==> config.mk <==
export PLATFORM = sky130hd
export DESIGN_NAME = cpt_timer
export DESIGN_NICKNAME = d
export VERILOG_FILES = /design/src/shared/cpt_pkg.sv /design/src/verilog/cpt_timer.sv
export SDC_FILE = /design/constraint.sdc
export NUM_CORES = 1
export LEC_CHECK = 0
export BUFFER_PORTS_ARGS = -buffer_cell sky130_fd_sc_hd__buf_2
export CAP_MARGIN = 20
export CORE_MARGIN = 1.5
export CORE_UTILIZATION = 50
export CTS_CLUSTER_SIZE = 30
export DETAILED_ROUTE_END_ITERATION = 10
export PLACE_DENSITY = 0.69
export SLEW_MARGIN = 20
export SYNTH_ARGS = -nofsm -noshare
export SYNTH_HDL_FRONTEND = slang
export SYNTH_SLANG_ARGS = --single-unit
==> constraint.sdc <==
create_clock -name i_core_clk -period 3.4 [get_ports i_core_clk]
set_clock_uncertainty 0.1 [all_clocks]
set_input_delay 0.51 -clock i_core_clk [delete_from_list [all_inputs] [get_ports i_core_clk]]
set_output_delay 0.51 -clock i_core_clk [all_outputs]
set_load 0.01 [all_outputs]
==> src/shared/cpt_pkg.sv <==
package cpt_pkg;
  localparam int CNT_W = 16;
  localparam int DUTY_W = 8;
  localparam int XP_W = 4;
  localparam logic [1:0] MODE_PWM12 = 2'h2;
  localparam logic [1:0] MODE_PPG16 = 2'h3;
  localparam logic [15:0] CNT_CLEAR = 16'h0000;
  localparam logic [7:0] REG_RESET = 8'hFF;
  localparam logic [3:0] FRAME_LAST = 4'hF;
  localparam int PRE_W = 11;
  localparam int SLOW_PRE_W = 4;
  localparam int SYNC_STAGES = 2;
endpackage

==> src/verilog/cpt_timer.sv <==
`timescale 1ns/1ps
// Operation
// PWM mode: clearing run stops counter, clears to zero, pin returns to initial level.
// External clock at most gear clock/2, each phase at least two machine cycles.
// Buffer select bit 0 disables, 1 enables double buffering of compare values.
// PWM buffered: running writes go to buffer; copied at every sixteenth overflow.
// With buffering on, duty readback shows the buffered last-written value.
// Buffered and stopped: high duty write loads buffer and active compare together.
// Unbuffered running writes act immediately; smaller value waits for overflow wrap.
// Unbuffered value equal to count matches right after the write.
// Low period, high period, low duty written first; high duty write commits all.
// Cascade bit joins timers into one 16-bit counter; high timer settings rule.
// Operating mode field 11 selects the 16-bit pulse generator.
// External source bit 0 uses internal divider tap, 1 uses external pin.
// Clock select taps 2^11,2^10,2^8,2^6,2^4,2^2,2,1; slow taps 16,8,4.
// PPG: duty match toggles output away from initial level, raises low irq.
// PPG: period match returns output to initial level, high irq, counter clears.
// Stopped: output pin shows the initial level bit.
// PPG: clearing run stops counter, clears to zero, output to initial level.
// PWM: low byte compared to duty; wrap at 256 toggles, irq each and sixteenth.
// Extra pulse bits lengthen duty in fixed cycles of each 16-cycle frame.
// PPG buffered: buffered values move to active at period match with high irq.
// Mode register writes are ignored while the counter runs.
module cpt_timer (
  input wire logic i_core_clk,
  input wire logic i_rst_n,
  input wire logic i_slow_clk_tick,
  input wire logic i_slow_divider_select,
  input wire logic i_ext_clk_pin,
  input wire logic i_cascade_bit,
  input wire logic i_high_run_bit,
  input wire logic i_mode_wr,
  input wire logic [1:0] i_operating_mode_field,
  input wire logic i_external_source_bit,
  input wire logic [2:0] i_clock_select_field,
  input wire logic i_buffer_select_bit,
  input wire logic i_initial_level_bit,
  input wire logic i_period_low_wr,
  input wire logic i_period_high_wr,
  input wire logic i_duty_low_wr,
  input wire logic i_duty_high_wr,
  input wire logic [7:0] i_wdata,
  output logic [15:0] o_duty_readback,
  output logic [15:0] o_period_readback,
  output logic [15:0] o_count,
  output logic o_running,
  output logic o_pwm_out_pin,
  output logic o_pulse_gen_out_pin,
  output logic o_low_timer_irq,
  output logic o_high_timer_irq
);
  import cpt_pkg::*;

  // ==========================================================
  // Mode register
  logic [1:0] mode_q;
  logic ext_q;
  logic [2:0] tck_q;
  logic dbe_q;
  logic tff_q;
  logic run_q;
  logic active;
  assign active = run_q && i_cascade_bit;

  always_ff @(posedge i_core_clk or negedge i_rst_n) begin
    if (!i_rst_n) begin
      mode_q <= 2'h0;
      ext_q <= 1'b0;
      tck_q <= 3'h0;
      dbe_q <= 1'b0;
      tff_q <= 1'b0;
    end else if (i_mode_wr && !run_q) begin
      mode_q <= i_operating_mode_field;
      ext_q <= i_external_source_bit;
      tck_q <= i_clock_select_field;
      dbe_q <= i_buffer_select_bit;
      tff_q <= i_initial_level_bit;
    end
  end

  always_ff @(posedge i_core_clk or negedge i_rst_n) begin
    if (!i_rst_n) begin
      run_q <= 1'b0;
    end else begin
      run_q <= i_high_run_bit;
    end
  end

  // ==========================================================
  // Source clock selection
  logic [PRE_W-1:0] pre_q;
  logic [SLOW_PRE_W-1:0] slow_pre_q;
  logic [SYNC_STAGES-1:0] ext_sync_q;
  logic ext_last_q;
  logic src_tick;
  logic int_tick;
  logic slow_sel;

  always_ff @(posedge i_core_clk or negedge i_rst_n) begin
    if (!i_rst_n) begin
      pre_q <= '0;
      slow_pre_q <= '0;
    end else begin
      pre_q <= pre_q + 1'b1;
      if (i_slow_clk_tick) begin
        slow_pre_q <= slow_pre_q + 1'b1;
      end
    end
  end

  // First stage feeds only the second; edge detect looks at stage two
  always_ff @(posedge i_core_clk or negedge i_rst_n) begin
    if (!i_rst_n) begin
      ext_sync_q <= '0;
      ext_last_q <= 1'b0;
    end else begin
      ext_sync_q <= {ext_sync_q[0], i_ext_clk_pin};
      ext_last_q <= ext_sync_q[1];
    end
  end

  // Tick when the low (n) bits of a free counter wrap to all ones
  function automatic logic tap(input logic [PRE_W-1:0] cnt, input int n);
    logic [PRE_W-1:0] m;
    m = PRE_W'((1 << n) - 1);
    return (cnt & m) == m;
  endfunction

  assign slow_sel = i_slow_divider_select && (tck_q == 3'h0 || tck_q == 3'h1 || tck_q == 3'h7);

  always_comb begin
    int_tick = 1'b0;
    if (slow_sel) begin
      case (tck_q)
        3'h0: int_tick = i_slow_clk_tick && slow_pre_q == 4'hF;
        3'h1: int_tick = i_slow_clk_tick && slow_pre_q[2:0] == 3'h7;
        default: int_tick = i_slow_clk_tick && slow_pre_q[1:0] == 2'h3;
      endcase
    end else begin
      case (tck_q)
        3'h0: int_tick = tap(pre_q, 11);
        3'h1: int_tick = tap(pre_q, 10);
        3'h2: int_tick = tap(pre_q, 8);
        3'h3: int_tick = tap(pre_q, 6);
        3'h4: int_tick = tap(pre_q, 4);
        3'h5: int_tick = tap(pre_q, 2);
        3'h6: int_tick = tap(pre_q, 1);
        default: int_tick = 1'b1;
      endcase
    end
  end

  assign src_tick = ext_q ? (ext_sync_q[1] && !ext_last_q) : int_tick;

  // ==========================================================
  // Staging and compare registers
  logic [7:0] per_lo_q;
  logic [7:0] per_hi_q;
  logic [7:0] duty_lo_q;
  logic [15:0] buf_duty_q;
  logic [15:0] buf_per_q;
  logic [15:0] act_duty_q;
  logic [15:0] act_per_q;
  logic commit;
  logic reload;

  always_ff @(posedge i_core_clk or negedge i_rst_n) begin
    if (!i_rst_n) begin
      per_lo_q <= REG_RESET;
      per_hi_q <= REG_RESET;
      duty_lo_q <= REG_RESET;
    end else begin
      if (i_period_low_wr) begin
        per_lo_q <= i_wdata;
      end
      if (i_period_high_wr) begin
        per_hi_q <= i_wdata;
      end
      if (i_duty_low_wr) begin
        duty_lo_q <= i_wdata;
      end
    end
  end

  assign commit = i_duty_high_wr;

  // Byte pair to compare word; the buffer and the active compare load the same words
  function automatic logic [15:0] join_bytes(input logic [7:0] hi, input logic [7:0] lo);
    return {hi, lo};
  endfunction

  logic [15:0] commit_duty;
  logic [15:0] commit_per;
  // The high duty byte rides on the strobe itself, so it never sits in a staging register
  assign commit_duty = join_bytes(i_wdata, duty_lo_q);
  assign commit_per = join_bytes(per_hi_q, per_lo_q);

  always_ff @(posedge i_core_clk or negedge i_rst_n) begin
    if (!i_rst_n) begin
      buf_duty_q <= {REG_RESET, REG_RESET};
      buf_per_q <= {REG_RESET, REG_RESET};
    end else if (commit) begin
      buf_duty_q <= commit_duty;
      buf_per_q <= commit_per;
    end
  end

  // Active compares: immediate when unbuffered or stopped, else at reload
  always_ff @(posedge i_core_clk or negedge i_rst_n) begin
    if (!i_rst_n) begin
      act_duty_q <= {REG_RESET, REG_RESET};
      act_per_q <= {REG_RESET, REG_RESET};
    end else if (commit && (!dbe_q || !active)) begin
      act_duty_q <= commit_duty;
      act_per_q <= commit_per;
    end else if (reload) begin
      act_duty_q <= buf_duty_q;
      act_per_q <= buf_per_q;
    end
  end

  // Readback shows the last committed buffer word, one cycle behind the buffer
  always_ff @(posedge i_core_clk or negedge i_rst_n) begin
    if (!i_rst_n) begin
      o_duty_readback <= {REG_RESET, REG_RESET};
      o_period_readback <= {REG_RESET, REG_RESET};
    end else begin
      o_duty_readback <= buf_duty_q;
      o_period_readback <= buf_per_q;
    end
  end

  // ==========================================================
  // Counter and match logic
  logic [15:0] cnt_q;
  logic [3:0] frame_q;
  logic lvl_q;
  logic is_ppg;
  logic is_pwm;
  logic extra;
  logic [8:0] duty_end;
  logic pwm_match;
  logic pwm_wrap;
  logic ppg_duty_match;
  logic ppg_per_match;

  assign is_ppg = mode_q == MODE_PPG16;
  assign is_pwm = mode_q == MODE_PWM12;

  // Frame cycle k+1 gets an extra count per the bit pattern
  always_comb begin
    extra = 1'b0;
    if (frame_q[0]) begin
      extra = act_duty_q[3];
    end else if (frame_q[1:0] == 2'h2) begin
      extra = act_duty_q[2];
    end else if (frame_q[2:0] == 3'h4) begin
      extra = act_duty_q[1];
    end else if (frame_q == 4'h8) begin
      extra = act_duty_q[0];
    end
  end

  assign duty_end = {1'b0, act_duty_q[11:4]} + {8'h00, extra};
  // Compare is live on the current count, so an equal write matches at once
  assign pwm_match = active && is_pwm && {1'b0, cnt_q[7:0]} == duty_end;
  assign pwm_wrap = active && is_pwm && src_tick && cnt_q[7:0] == 8'hFF;
  assign ppg_duty_match = active && is_ppg && cnt_q == act_duty_q;
  assign ppg_per_match = active && is_ppg && src_tick && cnt_q == act_per_q;
  assign reload = dbe_q && ((pwm_wrap && frame_q == FRAME_LAST) || ppg_per_match);

  always_ff @(posedge i_core_clk or negedge i_rst_n) begin
    if (!i_rst_n) begin
      cnt_q <= CNT_CLEAR;
      frame_q <= 4'h0;
    end else if (!active) begin
      cnt_q <= CNT_CLEAR;
      frame_q <= 4'h0;
    end else if (ppg_per_match) begin
      cnt_q <= CNT_CLEAR;
    end else if (pwm_wrap) begin
      cnt_q <= CNT_CLEAR;
      frame_q <= frame_q + 1'b1;
    end else if (src_tick) begin
      cnt_q <= cnt_q + 1'b1;
    end
  end

  // Output level relative to initial level: 1 means toggled
  always_ff @(posedge i_core_clk or negedge i_rst_n) begin
    if (!i_rst_n) begin
      lvl_q <= 1'b0;
    end else if (!active || ppg_per_match || pwm_wrap) begin
      lvl_q <= 1'b0;
    end else if (pwm_match || ppg_duty_match) begin
      lvl_q <= 1'b1;
    end
  end

  logic ppg_duty_hit_q;
  always_ff @(posedge i_core_clk or negedge i_rst_n) begin
    if (!i_rst_n) begin
      ppg_duty_hit_q <= 1'b0;
    end else begin
      ppg_duty_hit_q <= ppg_duty_match && !lvl_q;
    end
  end


  // ==========================================================
  // Output stage
  // Pins lag lvl_q by one register stage, while the irqs fire with the lvl_q update
  always_ff @(posedge i_core_clk or negedge i_rst_n) begin
    if (!i_rst_n) begin
      o_pwm_out_pin <= 1'b0;
      o_pulse_gen_out_pin <= 1'b0;
    end else begin
      o_pwm_out_pin <= tff_q ^ lvl_q;
      o_pulse_gen_out_pin <= tff_q ^ lvl_q;
    end
  end

  // Duty irq fires once per match, even if an equal write re-hits the same count
  always_ff @(posedge i_core_clk or negedge i_rst_n) begin
    if (!i_rst_n) begin
      o_low_timer_irq <= 1'b0;
      o_high_timer_irq <= 1'b0;
    end else begin
      o_low_timer_irq <= pwm_wrap || (ppg_duty_match && !lvl_q && !ppg_duty_hit_q);
      o_high_timer_irq <= (pwm_wrap && frame_q == FRAME_LAST) || ppg_per_match;
    end
  end

  // Status view is one cycle behind the internal counter
  always_ff @(posedge i_core_clk or negedge i_rst_n) begin
    if (!i_rst_n) begin
      o_count <= CNT_CLEAR;
      o_running <= 1'b0;
    end else begin
      o_count <= cnt_q;
      o_running <= active;
    end
  end
endmodule // cpt_timer

==> impl_metrics.toml <==
[outcome]
status = "finished, violations left"
violations = "hold timing"

[sta]
worst_pin_slew_ns = 0.7436
whs_ns = -0.008454
max_freq_ghz = 0.3460
slew_violations = 0
setup_tns_ns = 0
setup_viol = 0
period_minus_slack_ns = 2.890
rsz0062_at_grt = "no"
relSlewSlack_pct = 50.43
period_share_pct = 85.00
hold_viol_final = 9

[floorplan]
rows = 46
fp.dieW_um = 129.5
start_util_pct = 50.75
ios = 81
die_y_um = 129.5
dieArea_um2 = 16780
core_um2 = 15770

[synthesis]
ys_async_sr_fraction_pct = 100.0
yosysSeqAreaShare_pct = 60.97
synth_nets = 661
syn-instance-count = 624
yosys_warnings = 0
ys_ff_latch = 189
synth_area_um2 = 8004
synth_cell_type_count = 48
synth_edf_count = 0
ys.flop_type = "dfstp_2"
syn_avg_cell_area_um2 = 12.83

[global_routing]
grt_max_degree = 85
grt_usage_pct = 21.12
grt_pass1_wl_mm = 26.63
antenna_found_initial = 0
grt.overflow.total = 0
grt_pass1_vias = 4993

[power]
power_density_nw_per_um2 = 577.3
p_seq_share_pct = 53.0
ir_worst_vdd_mv = 0.5037
swShare_pct = 25.94
p_comb_share_pct = 11.0
p_int_mw = 3.942
power.leakage_nw = 4.168
p_sw_mw = 1.381
clkPwrFrac_pct = 36.0

[finish]
diodes = 0
layout-drive-gt1-share_pct = 44.91
nFillCells = 1286
seqCellArea_um2 = 4880
num-nets-final = 742
area_delta_synth_final_pct = 15.21
multi_input_area_um2 = 2922

[route]
wirelength_mm = 16.31
viasPerCell = 5.320
wl_per_cell_um = 17.48
drc_errors = 0
drt_iter0_markers = 186
ant_nets = 0
first_pass_iters = 4
routed-via-count = 4964

[worst_setup_path]
cp-start-kind = "register"
slowest_delay_ns = 0.56
crit_start = "act_duty_q[0]"
reg2reg_from = "act_duty_q[0]"
required_ns = 3.64
worstPathCellList = "nand2_1 -> o21ai_0 -> nand2_1 -> nor2_1 -> a21oi_1 -> o21ai_0 -> ha_1 -> ha_1 -> and3_1 -> and3_1 -> and3b_1 -> nor3_1 -> a21oi_1 -> nand4_1 -> a31oi_1"
end_kind = "register"
arrival_ns = 3.13
path_class = "reg -> reg"
path_max_fanout = 4
worst_path_max_delay_cell = "dfstp_2"

[cts]
cts_tree = "built"
h-tree-depth = 4
ctsHoldBuffers = 0
clk_latency_ns = 0.44
clk_pin_slew_ns = 0.07
clkSinkCount = 189
cts_buffers = 17
postCtsResizedCells = 0
post_cts_buffers = 0
cts-root-buf = "clkbuf_16"
clockBufferDepth = 2

[placement]
dp_hpwl_mm = 11.40
gp_congestion = 0.9122
io_buffers = 80

[worst_hold_path]
hold_path_class = "in -> async"

[run]
drv_cap = 0
-- cell usage in the layout, fill, tap and decap left out, types with 4 or more instances in the layout --
master	Yosys	layout
xor2_1	31	31
buf_4	2	18
nor2_1	57	57
inv_6	0	5
buf_2	10	79
xnor2_1	34	34
nand4_1	11	11
nand3_1	20	20
nand2_1	23	22
and3_1	10	10
mux2_2	66	66
mux2i_1	35	35
nor4_1	4	4
a21oi_1	43	43
ha_1	9	9
o21ai_0	10	10
clkbuf_16	0	18
dfstp_2	120	120
inv_1	6	6
dfrtp_1	69	69
-- worst paths after layout --
kind | slack, ns | end | depth (start not counted)
worst max-delay path | 0.51 | lvl_q | 15
worst min-delay path | -0.008 | o_pulse_gen_out_pin | 1
worst max register to register | 0.51 | lvl_q | 15
worst min register to register | 0.27 | o_period_readback[6] | 0
max in group asynchronous | 2.18 | act_duty_q[8] | 2
min in group i_core_clk | 0.08 | run_q | 1
-- logic make-up (layout without fill, tap and decap cells) --
| group | after synthesis | in the layout | share of synthesized area [%] |
|---|---|---|---|
| AO/OA/AOI/OAI | 69 | 69 | 5.003 |
| XOR/XNOR | 65 | 65 | 7.113 |
| adder cells (fa/ha/maj) | 9 | 9 | 1.407 |
| buffers and inverters | 43 | 136 | 2.564 |
| flip-flops | 189 | 189 | 60.97 |
| multiplexers | 101 | 101 | 13.66 |
| AND/OR/NAND/NOR | 148 | 148 | 9.286 |
-- synthesized netlist by cell type (2+ instances only) --
cell type	count	area, um2
o21ai_0	10	50.05
and3_1	10	62.56
or3_1	3	18.77
xor2_1	31	271.5
o32ai_1	2	17.52
nor4_1	4	25.02
and4_1	3	26.28
mux2i_1	35	350.3
nand3b_1	2	15.01
nand4_1	11	68.82
o21ai_1	2	10.01
xnor2_1	34	297.8
buf_4	2	15.01
inv_1	6	22.52
buf_2	10	50.05
dfstp_2	120	3153
nand3_1	20	100.1
mux2_2	66	743.2
buf_6	3	33.78
dfrtp_1	69	1727
nor3_1	3	15.01
clkbuf_1	21	78.83
nor2_1	57	214.0
or4_1	2	15.01
o31ai_1	2	15.01
and2b_1	2	15.01
ha_1	9	112.6
a21oi_1	43	215.2
nand2_1	23	86.33
-- per-layer routing --
layer | vias up | part of all wire [%] | track usage, %
li1 | 2333 | - | -
met1 | 2475 | 47 | 29.19
met2 | 126 | 47 | 32.79
met3 | 30 | 4.0 | 4.913
met4 | 0 | 2.5 | 7.778
met5 | - | 0 | 0
-- critical path: cells and delay by family (launching register included) --
| family | cells | cell delay [ns] |
|---|---|---|
| simple gates | 8 | 0.97 |
| flops | 1 | 0.56 |
| fa+ha+maj | 2 | 0.46 |
| compound gates | 5 | 0.70 |
-- flip-flops by register name, summed over array words and instances (netlist names), 2 cells and up --
name,cells
mode_q,2
cnt_q,16
o_period_readback,16
o_duty_readback,16
per_lo_q,8
act_per_q,16
o_count,16
slow_pre_q,4
per_hi_q,8
ext_sync_q,2
buf_duty_q,16
pre_q,11
buf_per_q,16
tck_q,3
act_duty_q,16
duty_lo_q,8
frame_q,4
-- power groups by stage --
stage               clock (mW)  sequential, mW  combinational, mW
finish                    1.92            2.82              0.583
floorplan                    0            2.81              0.377
global route              2.08            2.86              0.650
detailed placement           0            2.86              0.587
CTS                       1.96            2.83              0.591
global placement             0            2.85              0.567
-- layout make-up --
cell class                 count  area share [%]
clock buffer                  19           5.034
clock inverter                12           1.262
inverter                       7          0.2985
multi-input combinational    392           31.68
sequential                   189           52.92
tap                          216           2.931
timing repair buffer          98           5.875
-- stage by stage --
stage	worst slack [ns]	area [um2]	power, mW	cells	utilization, %
6_report	0.5099	9221	5.323	933	58.47
5_1_grt	0.2231	9221	5.586	933	58.47
4_1_cts	0.4975	9221	5.383	933	58.47
3_3_place_gp	0.6143	8641	3.417	902	54.79
2_1_floorplan	0.9092	8004	3.188	624	-
3_5_place_dp	0.4539	8641	3.446	902	54.79
(Power assumes the default switching activity.)
